[config.mk]
export PLATFORM = sky130hd
export DESIGN_NAME = pbf_pin_function_select
export DESIGN_NICKNAME = d
export VERILOG_FILES = /design/src/rtl/pbf_pkg.sv /design/src/rtl/pbf_pin_function_select.sv
export SDC_FILE = /design/constraint.sdc
export NUM_CORES = 1
export LEC_CHECK = 0
export ABC_AREA = 1
export BUFFER_PORTS_ARGS = -buffer_cell sky130_fd_sc_hd__buf_2
export CORE_ASPECT_RATIO = 0.75
export CORE_MARGIN = 2
export CORE_UTILIZATION = 44
export DETAILED_ROUTE_END_ITERATION = 16
export PLACE_DENSITY = 0.68
export REMOVE_ABC_BUFFERS = 1
export SYNTH_ARGS = -nofsm -noshare
export SYNTH_HDL_FRONTEND = slang
export SYNTH_SLANG_ARGS = --single-unit
export TNS_END_PERCENT = 100
[constraint.sdc]
create_clock -name clock -period 2.7 [get_ports clock]
set_input_delay 0.27 -clock clock [delete_from_list [all_inputs] [get_ports clock]]
set_output_delay 0.27 -clock clock [all_outputs]
set_load 0.02 [all_outputs]
[src/rtl/pbf_pkg.sv]
// Constants for the port B pin function select block
package pbf_pkg;

  localparam int unsigned PIN_COUNT = 16;
  localparam int unsigned REG_WIDTH = 16;
  localparam int unsigned BUS_ADDR_WIDTH = 4;
  localparam int unsigned BUS_DATA_WIDTH = 32;

  ////////////////////////////////////////////////////////////////////////////
  // Register byte offsets
  localparam logic [3:0] OFS_HIGH_PIN_FUNCTION = 4'h0;
  localparam logic [3:0] OFS_LOW_PIN_FUNCTION = 4'h4;
  localparam logic [3:0] OFS_PORT_DIRECTION = 4'h8;
  localparam logic [3:0] OFS_PORT_DATA = 4'hC;

  // Reset values, applied by power-on reset only
  localparam logic [15:0] RST_PIN_FUNCTION = 16'h0000;
  localparam logic [15:0] RST_PORT_DIRECTION = 16'h0000;
  localparam logic [15:0] RST_PORT_DATA = 16'h0000;

  ////////////////////////////////////////////////////////////////////////////
  // Two-bit function codes
  typedef enum logic [1:0] {
    FN_GPIO = 2'h0,
    FN_ALT_ONE = 2'h1,
    FN_ALT_TWO = 2'h2,
    FN_PATTERN = 2'h3
  } pbf_func_e;

  // Pin positions of the multiplexed peripheral lines
  localparam int unsigned PIN_IRQ_BASE = 12;
  localparam int unsigned PIN_SER0_CLOCK = 12;
  localparam int unsigned PIN_SER1_CLOCK = 13;
  localparam int unsigned PIN_SER1_TX = 11;
  localparam int unsigned PIN_SER1_RX = 10;
  localparam int unsigned PIN_SER0_TX = 9;
  localparam int unsigned PIN_SER0_RX = 8;
  localparam int unsigned PIN_TIMER_D = 7;
  localparam int unsigned PIN_TIMER_C = 6;
  localparam int unsigned PIN_CAPCOMP_TOP = 5;

  // Levels seen by a peripheral input while its pin is routed elsewhere
  localparam logic IDLE_IRQ = 1'b1;
  localparam logic IDLE_RX = 1'b1;
  localparam logic IDLE_SER_CLOCK = 1'b1;
  localparam logic IDLE_TIMER_CLOCK = 1'b0;
  localparam logic IDLE_CAPCOMP = 1'b0;

endpackage : pbf_pkg

[src/rtl/pbf_pin_function_select.sv]
// Port B pin function select: registers, pin multiplexer and peripheral routing
//
// Implementation choices: the address map and the Avalon-MM interface to the registers.

////////////////////////////////////////////////////////////////////////////////
module pbf_pin_function_select #(
  parameter int unsigned PINS = pbf_pkg::PIN_COUNT
) (
  input wire logic clock,
  input wire logic rst,
  // Avalon-MM slave
  input wire logic [pbf_pkg::BUS_ADDR_WIDTH-1:0] avs_address,
  input wire logic avs_read,
  input wire logic avs_write,
  input wire logic [pbf_pkg::BUS_DATA_WIDTH-1:0] avs_writedata,
  input wire logic [3:0] avs_byteenable,
  output logic [pbf_pkg::BUS_DATA_WIDTH-1:0] avs_readdata,
  output logic avs_waitrequest,
  // Package pins
  input wire logic [PINS-1:0] pin_in,
  output logic [PINS-1:0] pin_out,
  output logic [PINS-1:0] pin_oe,
  // Interrupt controller: ext_interrupt_in_7 down to ext_interrupt_in_4
  output logic [3:0] ext_interrupt_in,
  // Serial channels, index 1 and 0
  input wire logic [1:0] serial_clock_line_out,
  output logic [1:0] serial_clock_line_in,
  input wire logic [1:0] serial_transmit_out,
  output logic [1:0] serial_receive_in,
  // Timer
  output logic timer_ext_clock_d,
  output logic timer_ext_clock_c,
  input wire logic timer4_compl_compare_b,
  input wire logic timer4_compl_compare_a,
  input wire logic [5:0] timer_capcomp_out,
  output logic [5:0] timer_capcomp_in,
  // Timing pattern unit
  input wire logic [PINS-1:0] pattern_out,
  input wire logic [PINS-1:0] pattern_next_data_enable
);

  if (PINS != pbf_pkg::PIN_COUNT) begin : g_bad_pins
    $error("pbf_pin_function_select serves exactly sixteen pins");
  end
  // Registers, offsets and read data are laid out for these widths only
  if (pbf_pkg::REG_WIDTH != PINS) begin : g_bad_reg_width
    $error("pbf_pin_function_select needs registers of one bit per pin");
  end
  if (pbf_pkg::BUS_ADDR_WIDTH != $bits(pbf_pkg::OFS_PORT_DATA)) begin : g_bad_addr_width
    $error("pbf_pin_function_select needs offsets as wide as the address");
  end
  if (pbf_pkg::BUS_DATA_WIDTH != 2 * pbf_pkg::REG_WIDTH) begin : g_bad_data_width
    $error("pbf_pin_function_select needs a bus twice the register width");
  end

  ////////////////////////////////////////////////////////////////////////////
  // Registers
  logic [15:0] high_pin_function_reg_q;
  logic [15:0] low_pin_function_reg_q;
  logic [15:0] port_direction_reg_q;
  logic [15:0] port_data_reg_q;
  logic [31:0] all_codes;

  // Pin 15 code sits in the top two bits of the high register
  assign all_codes = {high_pin_function_reg_q, low_pin_function_reg_q};

  function automatic pbf_pkg::pbf_func_e code_of(input logic [31:0] codes, input int unsigned pin);
    code_of = pbf_pkg::pbf_func_e'(codes[2*pin +: 2]);
  endfunction : code_of

  // Byte lanes two and three carry nothing here
  function automatic logic [15:0] merge_bytes(input logic [15:0] old_val,
                                              input logic [15:0] new_val,
                                              input logic [1:0] lanes,
                                              input logic [15:0] keep);
    logic [15:0] m;
    m = {{8{lanes[1]}}, {8{lanes[0]}}} & ~keep;
    merge_bytes = (old_val & ~m) | (new_val & m);
  endfunction : merge_bytes

  ////////////////////////////////////////////////////////////////////////////
  // Bus handshake: every access takes exactly two cycles
  // The wait cycle lets read data come from a flop, not the address decode
  logic ack_q;
  logic bus_req;
  logic wr_fire;
  logic [pbf_pkg::BUS_DATA_WIDTH-1:0] readdata_q;
  logic [15:0] wr_half;

  assign bus_req = avs_read | avs_write;
  assign avs_waitrequest = bus_req & ~ack_q;
  assign wr_fire = avs_write & ack_q;
  assign wr_half = avs_writedata[15:0];
  assign avs_readdata = readdata_q;

  always_ff @(posedge clock) begin
    if (rst) begin
      ack_q <= 1'b0;
    end else begin
      ack_q <= bus_req & ~ack_q;
    end
  end

  ////////////////////////////////////////////////////////////////////////////
  // Pin input synchroniser: three stages, accepted when the last two agree
  // A pulse of a single cycle never reaches pin_state_q
  logic [PINS-1:0] pin_s1_q;
  logic [PINS-1:0] pin_s2_q;
  logic [PINS-1:0] pin_s3_q;
  logic [PINS-1:0] pin_state_q;

  always_ff @(posedge clock) begin
    if (rst) begin
      pin_s1_q <= '0;
      pin_s2_q <= '0;
      pin_s3_q <= '0;
      pin_state_q <= '0;
    end else begin
      pin_s1_q <= pin_in;
      pin_s2_q <= pin_s1_q;
      pin_s3_q <= pin_s2_q;
      for (int i = 0; i < PINS; i++) begin
        if (pin_s2_q[i] == pin_s3_q[i]) begin
          pin_state_q[i] <= pin_s3_q[i];
        end
      end
    end
  end

  ////////////////////////////////////////////////////////////////////////////
  // Function select registers
  // Only rst clears them; a manual reset or low-power mode must not reach here
  // Reserved codes are stored as written; only the decode below ignores them
  always_ff @(posedge clock) begin
    if (rst) begin
      high_pin_function_reg_q <= pbf_pkg::RST_PIN_FUNCTION;
      low_pin_function_reg_q <= pbf_pkg::RST_PIN_FUNCTION;
    end else if (wr_fire) begin
      if (avs_address == pbf_pkg::OFS_HIGH_PIN_FUNCTION) begin
        high_pin_function_reg_q <= merge_bytes(high_pin_function_reg_q, wr_half,
                                               avs_byteenable[1:0], '0);
      end
      if (avs_address == pbf_pkg::OFS_LOW_PIN_FUNCTION) begin
        low_pin_function_reg_q <= merge_bytes(low_pin_function_reg_q, wr_half,
                                              avs_byteenable[1:0], '0);
      end
    end
  end

  always_ff @(posedge clock) begin
    if (rst) begin
      port_direction_reg_q <= pbf_pkg::RST_PORT_DIRECTION;
    end else if (wr_fire && avs_address == pbf_pkg::OFS_PORT_DIRECTION) begin
      port_direction_reg_q <= merge_bytes(port_direction_reg_q, wr_half,
                                          avs_byteenable[1:0], '0);
    end
  end

  // Pattern pins with next-data enabled are write-protected bit by bit
  logic [PINS-1:0] data_locked;

  always_comb begin
    data_locked = '0;
    for (int i = 0; i < PINS; i++) begin
      data_locked[i] = (code_of(all_codes, i) == pbf_pkg::FN_PATTERN)
                       & pattern_next_data_enable[i];
    end
  end

  always_ff @(posedge clock) begin
    if (rst) begin
      port_data_reg_q <= pbf_pkg::RST_PORT_DATA;
    end else if (wr_fire && avs_address == pbf_pkg::OFS_PORT_DATA) begin
      port_data_reg_q <= merge_bytes(port_data_reg_q, wr_half,
                                     avs_byteenable[1:0], data_locked);
    end
  end

  ////////////////////////////////////////////////////////////////////////////
  // Read path, sampled in the first cycle so data stands with the answer
  logic [15:0] data_view;
  logic [15:0] read_half;

  // Output pins read the register, input pins read the pin
  // This holds whatever function the pin has; only direction decides
  assign data_view = (port_direction_reg_q & port_data_reg_q)
                     | (~port_direction_reg_q & pin_state_q);

  always_comb begin
    unique case (avs_address)
      pbf_pkg::OFS_HIGH_PIN_FUNCTION: read_half = high_pin_function_reg_q;
      pbf_pkg::OFS_LOW_PIN_FUNCTION: read_half = low_pin_function_reg_q;
      pbf_pkg::OFS_PORT_DIRECTION: read_half = port_direction_reg_q;
      pbf_pkg::OFS_PORT_DATA: read_half = data_view;
      default: read_half = '0;
    endcase
  end

  // Upper half reads zero; the registers are sixteen bits wide
  always_ff @(posedge clock) begin
    if (rst) begin
      readdata_q <= '0;
    end else if (avs_read && !ack_q) begin
      readdata_q <= {16'h0000, read_half};
    end
  end

  ////////////////////////////////////////////////////////////////////////////
  // Pin output multiplexer
  logic [PINS-1:0] out_d;
  logic [PINS-1:0] oe_d;
  logic [PINS-1:0] ser_clock_at_pin;
  logic [PINS-1:0] capcomp_at_pin;

  // Narrow peripheral vectors spread to pin positions, so the per-pin loop
  // below never indexes past the end of a vector
  assign ser_clock_at_pin = PINS'(serial_clock_line_out) << pbf_pkg::PIN_SER0_CLOCK;
  assign capcomp_at_pin = PINS'(timer_capcomp_out);

  always_comb begin
    out_d = '0;
    oe_d = '0;
    for (int i = 0; i < PINS; i++) begin
      unique case (code_of(all_codes, i))
        pbf_pkg::FN_GPIO: begin
          out_d[i] = port_data_reg_q[i];
          oe_d[i] = port_direction_reg_q[i];
        end
        pbf_pkg::FN_ALT_ONE: begin
          // Interrupt and timer clock pins are inputs; other pins are reserved
          out_d[i] = 1'b0;
          oe_d[i] = 1'b0;
        end
        pbf_pkg::FN_ALT_TWO: begin
          if (i == pbf_pkg::PIN_SER1_CLOCK || i == pbf_pkg::PIN_SER0_CLOCK) begin
            out_d[i] = ser_clock_at_pin[i];
            oe_d[i] = port_direction_reg_q[i];
          end else if (i == pbf_pkg::PIN_SER1_TX) begin
            out_d[i] = serial_transmit_out[1];
            oe_d[i] = 1'b1;
          end else if (i == pbf_pkg::PIN_SER0_TX) begin
            out_d[i] = serial_transmit_out[0];
            oe_d[i] = 1'b1;
          end else if (i == pbf_pkg::PIN_TIMER_D) begin
            out_d[i] = timer4_compl_compare_b;
            oe_d[i] = 1'b1;
          end else if (i == pbf_pkg::PIN_TIMER_C) begin
            out_d[i] = timer4_compl_compare_a;
            oe_d[i] = 1'b1;
          end else if (i <= pbf_pkg::PIN_CAPCOMP_TOP) begin
            out_d[i] = capcomp_at_pin[i];
            oe_d[i] = port_direction_reg_q[i];
          end else begin
            // Receive pins and the reserved pins 15, 14 stay inputs
            out_d[i] = 1'b0;
            oe_d[i] = 1'b0;
          end
        end
        pbf_pkg::FN_PATTERN: begin
          out_d[i] = pattern_out[i];
          oe_d[i] = 1'b1;
        end
      endcase
    end
  end

  // Registered so a code change never glitches a pin within a cycle
  always_ff @(posedge clock) begin
    if (rst) begin
      pin_out <= '0;
      pin_oe <= '0;
    end else begin
      pin_out <= out_d;
      pin_oe <= oe_d;
    end
  end

  ////////////////////////////////////////////////////////////////////////////
  // Peripheral inputs, parked at an idle level when their pin is elsewhere
  localparam int unsigned IRQ_LINES = $bits(ext_interrupt_in);
  localparam int unsigned SER_CHANNELS = $bits(serial_receive_in);
  localparam int unsigned CAPCOMP_LINES = $bits(timer_capcomp_in);

  function automatic logic route_in(input logic [31:0] codes, input int unsigned pin,
                                    input pbf_pkg::pbf_func_e want,
                                    input logic [15:0] state, input logic idle);
    route_in = (code_of(codes, pin) == want) ? state[pin] : idle;
  endfunction : route_in

  always_ff @(posedge clock) begin
    if (rst) begin
      ext_interrupt_in <= {IRQ_LINES{pbf_pkg::IDLE_IRQ}};
      serial_clock_line_in <= {SER_CHANNELS{pbf_pkg::IDLE_SER_CLOCK}};
      serial_receive_in <= {SER_CHANNELS{pbf_pkg::IDLE_RX}};
      timer_ext_clock_d <= pbf_pkg::IDLE_TIMER_CLOCK;
      timer_ext_clock_c <= pbf_pkg::IDLE_TIMER_CLOCK;
      timer_capcomp_in <= {CAPCOMP_LINES{pbf_pkg::IDLE_CAPCOMP}};
    end else begin
      for (int k = 0; k < IRQ_LINES; k++) begin
        ext_interrupt_in[k] <= route_in(all_codes, pbf_pkg::PIN_IRQ_BASE + k,
                                        pbf_pkg::FN_ALT_ONE, pin_state_q,
                                        pbf_pkg::IDLE_IRQ);
      end
      serial_clock_line_in[1] <= route_in(all_codes, pbf_pkg::PIN_SER1_CLOCK,
                                          pbf_pkg::FN_ALT_TWO, pin_state_q,
                                          pbf_pkg::IDLE_SER_CLOCK);
      serial_clock_line_in[0] <= route_in(all_codes, pbf_pkg::PIN_SER0_CLOCK,
                                          pbf_pkg::FN_ALT_TWO, pin_state_q,
                                          pbf_pkg::IDLE_SER_CLOCK);
      serial_receive_in[1] <= route_in(all_codes, pbf_pkg::PIN_SER1_RX,
                                       pbf_pkg::FN_ALT_TWO, pin_state_q,
                                       pbf_pkg::IDLE_RX);
      serial_receive_in[0] <= route_in(all_codes, pbf_pkg::PIN_SER0_RX,
                                       pbf_pkg::FN_ALT_TWO, pin_state_q,
                                       pbf_pkg::IDLE_RX);
      timer_ext_clock_d <= route_in(all_codes, pbf_pkg::PIN_TIMER_D,
                                    pbf_pkg::FN_ALT_ONE, pin_state_q,
                                    pbf_pkg::IDLE_TIMER_CLOCK);
      timer_ext_clock_c <= route_in(all_codes, pbf_pkg::PIN_TIMER_C,
                                    pbf_pkg::FN_ALT_ONE, pin_state_q,
                                    pbf_pkg::IDLE_TIMER_CLOCK);
      for (int k = 0; k <= pbf_pkg::PIN_CAPCOMP_TOP; k++) begin
        timer_capcomp_in[k] <= route_in(all_codes, k, pbf_pkg::FN_ALT_TWO,
                                        pin_state_q, pbf_pkg::IDLE_CAPCOMP);
      end
    end
  end

endmodule : pbf_pin_function_select

# Word level (Yosys, flattened, before mapping)
# Index checks and enable logic that the tools add are counted.
# op_classes
eq_ne	67
mux	33
n_bitwise	54
reduce_logical	55
# op_table
operator	count
bitwise AND 16 bit	9
bitwise OR 16 bit	5
== test 2 bit (second input constant)	32
NOT 16 bit	4
one-hot mux 16 bit (4 select lines)	1
OR reduction 2 bit	32
one-hot mux 1 bit (3 select lines)	20
one-hot mux 1 bit (4 select lines)	12
== test 2 x 1 -> 1 bit (second input constant)	16
zero test 2 bit	16
bitwise AND 1 bit	18
NOT 1 bit	17
== test 1 bit	16
== test 4 bit (second input constant)	2
== test 4 x 3 -> 1 bit (second input constant)	1
zero test 4 bit	1
AND reduction 2 bit	2
logical AND 1 bit	3
zero test 1 bit	1
bitwise OR 1 bit	1
# totals
register_bits	193
inputBits	104
out_inout_bits	81
word_cells	252

# Depth between registers and ports, before layout
# Gate-level depths: netlist (run 1).
# logic_depth
ltp_word	7
ltp_mapped	8
ltp_nobuf	7

# Least setup slack after synthesis (run 1)
# No wires, ideal clock.
# synth_path
path_type	input to register
from	input rst
to	register pin_s1_q[0]
setup_ps	128
arrival_time_ps	1116
slack_ps	1457
stages	4
path_buffers	3
path_cell_list	clkbuf_1 -> clkbuf_1 -> buf_1 -> nor2_1
# synth_rtl
element	line	source
start, declared	pbf_pin_function_select.sv:10	input wire logic rst,
end signal, assigned	pbf_pin_function_select.sv:119	pin_s1_q <= pin_in;
end, declared	pbf_pin_function_select.sv:107	logic [PINS-1:0] pin_s1_q;
# No word-level cell between the ends.

==> summary.md, run 1 <==
| Metric | Value |
|---|---|
| Status | `completed` |
| Post-CTS setup buffers | `0` |
| Initial Utilization | `44.49%` |
| Reg2reg start | `ack_q` |
| CTS Root Cell | `clkbuf_16` |
| Critical path class | `reg2reg` |
| Synth area leader | `dfxtp_1` |
| Worst-path maximum fanout | `32` |
| Initial DRT Pass Iterations | `5` |
| VDD IR-drop max | `between 0.3 and 0.4 mV` |
| CP Data Arrival Time | `approximately 2 ns` |
| DPL Wire Length | `around 14000 µm` |
| Most instantiated cells after synthesis | `dfxtp_1, nor2_1, nand2_1, inv_1, nand3_1` |
| Hold depth | `3` |
| #FFs+latches synth | `193` |
| Yosys top cell area share | `49.77%` |
| Number of DRC markers in iteration 0 | `545` |
| Unique masters post-synth | `27` |
| Reg2Reg Depth | `6` |
| Worst stage delay on the critical path | `slightly below 0.6 ns` |
| Gr ovfl total | `0` |
| GRT Total Usage | `between 20% and 30%` |
| Critical path required time | `3.02 ns` |
| Largest net degree at the start of global routing | `64` |
| WL/cell | `14.40 µm` |
| Hold_buf cts | `0` |
| Ys Warns | `0` |
| Most used DFF post-synth | `dfxtp_1` |
| Top-count cell post-synth | `dfxtp_1` |
| CTS tree | `yes` |
| Vias per cell | `~4.9` |
| Port bufs | `150` |
| Syn_area_per_cell | `7.400 µm²` |
| Share of cells above drive strength 1 | `17.79%` |
| Register area share after synthesis | `49.77%` |
| Routed wire length | `20650 µm` |
| Fmax | `595.5 MHz` |
| Rel. slew slack | `48.30%` |
| CTS Sinks | `193` |
| Cell Rows | `42` |
| Layout fillers | `1750` |
| Die ar. | `about 0.019 mm²` |
| Final Hold Viols | `0` |
| Pwr Total | `5.831 mW` |
| Post-CTS Resized | `0` |
| Core Footprint | `0.01745 mm²` |
| Nets | `~1300` |
| Hold Startpoint | `pin_in[15]` |
| H-tree lvl count | `4` |
| Placed cell areas | `0.008610 mm²` |
| Pleak | `4.243 nW` |
| Pwr Density | `632.8 mW/mm²` |
| First-pass GRT wire length | `32570 µm` |
| Post-synth ARST share | `0%` |
| Tightest Hold Check Type | `in2reg` |
| Final Max Tran Viols | `0` |
| Post-synth EDFFs | `0` |
| Ports | `roughly 190` |
| Cells after Synth | `between 1000 and 1500` |
| Setup crit start | `ack_q` |
| CTS Buf Count | `17` |
| Remaining antenna violation count | `0` |
| Clock Tree Buf Depth | `2` |
| Post-route minimum period | `about 1.7 ns` |
| Diode count | `0` |
| Clock skew | `0.008402 ns` |
| Synthesized area | `0.007762 mm²` |
| RSZ-0062 raised after global routing | `false` |
| DIE WIDTH | `157.4 µm` |
| Clock transition at path regs | `around 0.07 ns` |
| Vias | `6969` |
| CP endpoint kind | `register` |
| Skew-Pair Late Insertion Delay | `0.44 ns` |
| Slew @ Worst Pin | `roughly 0.77 ns` |
| Die height | `119.0 µm` |
| Vias in the first global route | `6228` |
| Max Cap Viol | `0` |
| Largest cells by area after synthesis | `dfxtp_1, nor2_1, nand2_1` |
| Startpoint types | `register` |
| GPL Wtd Cong | `~0.80` |
| Layout Area Growth over Synthesis | `18.70%` |
| Period utilization | `62.20%` |
| Setup tns final | `0 ns` |
| Antenna violations before repair | `1` |
| CP Cell Sequence | `nand2_2 -> inv_1 -> nand2_2 -> nor2_1 -> o21ai_1 -> nor2_1` |
| Design Area, Final | `slightly above 0.009 mm²` |
| Final setup fails | `0` |
| Critical path's slowest cell | `nand2_2` |
| DRC violations left | `0` |
## metal layers
| layer | part of all wire (%) | vias up | global-route usage (%) |
|---|---|---|---|
| met5 | 0.077 | - | 0 |
| met4 | 1.2 | 2 | 6.477 |
| met3 | 7.3 | 24 | 5.968 |
| met2 | 41 | 216 | 33.19 |
| met1 | 50 | 3153 | 32.08 |
| li1 | - | 3574 | - |
## cells in the final DEF, fill, tap and decap left out, types with 2 or more instances in the layout
cell type / count
dfxtp_1: 193
nor2_1: 175
nand2_1: 171
buf_2: 149
inv_1: 113
nand3_1: 109
a21oi_1: 68
o21ai_1: 46
o21ai_0: 28
nor3_1: 25
clkbuf_16: 17
o21bai_1: 16
conb_1: 16
a211oi_1: 12
buf_4: 12
clkinvlp_4: 6
nor3_4: 4
inv_4: 4
nor2_4: 4
nand4_1: 4
inv_2: 3
bufinv_16: 3
nand2_2: 2
nor2_2: 2
nand2_4: 2
clkbuf_1: 2
## cell families after synthesis
group | share of synthesized area (%)
compound gates | 11.96
flops | 49.77
simple gates | 27.80
other cells | 0.04831
buf+inv | 10.41
## through the flow
stage          util (%)  hold WS [ns]  setup slack [ns]  std cells
6_report          52.81       0.02847             1.021       1434
3_5_place_dp      49.35        0.3924            0.8452       1402
3_3_place_gp      49.35        0.3889            0.8921       1402
5_1_grt           52.81       0.02446            0.8407       1434
4_1_cts           52.81       0.01847             1.032       1434
2_1_floorplan         -        0.3391            0.8349        999
## worst max-delay path, delay by kind of cell, from the launching register on
kind / cells / cell delay, ns
AND/OR/NAND/NOR: 4 / 0.97
AO/OA/AOI/OAI: 1 / 0.16
flip-flops: 1 / 0.34
buffers and inverters: 1 / 0.09
## worst paths after layout
check / endpoint / slack [ns]
max reg2reg: register / 1.02
max: register / 1.02
min reg2reg: pin_s2_q[3] / 0.40
min: pin_s1_q[15] / 0.03
## final cells by class
| cell class | count | area, µm² | share of cell area, % |
|---|---|---|---|
| Clock inverter | 12 | 157.7 | 1.711 |
| Inverter | 120 | 460.4 | 4.997 |
| Timing Repair Buffer | 161 | 835.8 | 9.071 |
| Clock buffer | 20 | 446.7 | 4.848 |
| Tap cell | 242 | 302.8 | 3.286 |
| Sequential cell | 193 | 3864 | 41.93 |
| Multi-Input combinational cell | 686 | 3147 | 34.15 |
## where the power goes
| group | switching (mW) | total [mW] | internal, mW |
|---|---|---|---|
| combinational | 0.219 | 0.316 | 0.0974 |
| clock | 1.13 | 2.61 | 1.48 |
| sequential | 0.0195 | 2.90 | 2.88 |
Power figures use the tool's default switching activity.
==> run 2, diff against run 1 <==
--- a/config.mk
+++ b/config.mk
@@ -11,7 +11,7 @@
 export CORE_MARGIN = 2
 export CORE_UTILIZATION = 44
 export DETAILED_ROUTE_END_ITERATION = 16
-export PLACE_DENSITY = 0.68
+export PLACE_DENSITY = 0.7
 export REMOVE_ABC_BUFFERS = 1
 export SYNTH_ARGS = -nofsm -noshare
 export SYNTH_HDL_FRONTEND = slang
==> constraint.sdc (replaced) <==
create_clock -name clock -period 1.5 [get_ports clock]
set_input_delay 0.15 -clock clock [delete_from_list [all_inputs] [get_ports clock]]
set_output_delay 0.15 -clock clock [all_outputs]
set_load 0.02 [all_outputs]
==> summary.md, run 2 (same netlist as run 1, synthesis figures left out) <==
| Metric | Value |
|---|---|
| Final Hold Viols | `0` |
| Vias per cell | `roughly 4.8` |
| Pwr Density | `1116 mW/mm²` |
| Critical path class | `reg2reg` |
| CTS Root Cell | `clkbuf_16` |
| Skew-Pair Late Insertion Delay | `0.44 ns` |
| Nets | `1327` |
| Tightest Hold Check Type | `in2reg` |
| Cell Rows | `42` |
| CTS Buf Count | `17` |
| Multi-input gate area | `0.003154 mm²` |
| First-pass GRT wire length | `32960 µm` |
| GRT Total Usage | `22.68%` |
| H-tree lvl count | `4` |
| Number of DRC markers in iteration 0 | `595` |
| Reg area | `0.003864 mm²` |
| Setup crit start | `ack_q` |
| Setup tns final | `0 ns` |
| CTS Sinks | `193` |
| RSZ-0062 raised after global routing | `false` |
| DRC violations left | `0` |
| Antenna violations before repair | `1` |
| Clock transition at path regs | `0.07 ns` |
| Die height | `119.0 µm` |
| DPL Wire Length | `around 14000 µm` |
| Pleak | `4.507 nW` |
| Clock Tree Buf Depth | `2` |
| Layout fillers | `1690` |
| Gr ovfl total | `0` |
| Diode count | `0` |
| CTS tree | `yes` |
| Post-route minimum period | `1.315 ns` |
| Share of cells above drive strength 1 | `18.46%` |
| Final setup fails | `0` |
| Ports | `185` |
| Initial Utilization | `44.49%` |
| Max Cap Viol | `0` |
| Reg2reg start | `ack_q` |
| DIE WIDTH | `~160 µm` |
| Port bufs | `150` |
| Post-CTS setup buffers | `0` |
| CP Data Arrival Time | `1.64 ns` |
| Remaining antenna violation count | `0` |
| R2r setup slk | `between 0.15 and 0.2 ns` |
| Startpoint types | `register` |
| Initial DRT Pass Iterations | `5` |
| Critical path required time | `~1.8 ns` |
| Final Max Tran Viols | `0` |
| Critical path's slowest cell | `dfxtp_1` |
| Largest net degree at the start of global routing | `98` |
| Worst-path maximum fanout | `16` |
| GPL Wtd Cong | `0.8171` |
| Routed wire length | `approximately 21000 µm` |
| Fmax | `about 760 MHz` |
| Layout Area Growth over Synthesis | `25.24%` |
| Period utilization | `87.64%` |
| VDD IR-drop max | `0.6780 mV` |
| Hold Startpoint | `avs_writedata[0]` |
| Commonest non-fill, non-tap cells in the layout | `dfxtp_1, nor2_1, nand2_1` |
| Vias | `between 7000 and 8000` |
| Die ar. | `0.01873 mm²` |
| Hold depth | `3` |
| Reg2Reg Depth | `6` |
| Clock skew | `0.005873 ns` |
| Core Footprint | `0.01745 mm²` |
| Buf+Inv Stages, Crit Path | `1` |
| WL/cell | `14.14 µm` |
| CP Cell Sequence | `nand2_4 -> nor2_2 -> nand2_1 -> buf_4 -> o21ai_0 -> a21oi_1` |
| CP endpoint kind | `register` |
| Worst stage delay on the critical path | `around 0.4 ns` |
| Vias in the first global route | `6353` |
| Critical path's top delay family | `flip-flops` |
| Post-Place Setup Slack | `0.04078 ns` |
| Status | `completed` |
| Commonest non-fill, non-tap cell in the layout | `dfxtp_1` |
| Fin worst setup slack | `between 0.15 and 0.2 ns` |
run 2: cell count changes in the layout (fill, tap and decap cells not counted), sizes merged:
cell / previous run / this run
clkinv: 2 / 3
bufinv: 3 / 5
buf: 161 / 178
clkbuf: 20 / 22
dlygate4sd3: 0 / 27
clkinvlp: 6 / 1
inv: 121 / 120
run 2: per-layer routing:
layer	part of all wire [%]	global-route usage, %	vias up
met5	0.057	0	-
met4	1.3	6.307	2
met3	7.2	5.822	28
met2	43	34.61	243
met1	48	31.78	3230
li1	-	-	3658
run 2: cell type report:
class / count / share of cell area (%)
clock buffer: 22 / 4.775
multi-input combinational: 686 / 32.45
inverter: 120 / 4.736
timing repair buffer: 205 / 13.33
tap: 242 / 3.115
sequential: 193 / 39.74
clock inverter: 9 / 1.853
run 2: worst max path at each step:
stage | endpoint | cells past startpoint
2_1_floorplan | pin_out[11] | 3
3_3_place_gp | register | 5
3_5_place_dp | register | 5
4_1_cts | register | 5
5_1_grt | register | 6
6_report | register | 6
run 2: power breakdown:
group          switching (mW)  internal [mW]
combinational           0.405          0.249
sequential             0.0353           5.19
clock                    1.93           3.04
run 2: timing repair:
action | in CTS | in global routing
hold buffers | 27 | 0
gates resized for setup | 0 | 2
endpoints found under the hold margin | 38 | 0
setup endpoints to repair | 0 | 12
run 2: through the flow:
step	cells	power (mW)	hold WS [ns]	instance area [µm²]	utilization, %
finish	1477	10.85	0.01647	9722	55.72
global route	1477	11.20	0.008306	9722	55.72
CTS	1477	10.91	0.002355	9714	55.68
detailed placement	1419	5.931	0.3566	8800	50.44
global placement	1419	5.925	0.3481	8800	50.44
floorplan	999	5.585	0.2191	7471	-
run 2: worst register-to-register path: stages (launching register included):
cell     delay [ns]
dfxtp_1        0.41
nand2_4        0.15
nor2_2         0.17
nand2_1        0.06
buf_4          0.20
o21ai_0        0.17
a21oi_1        0.06
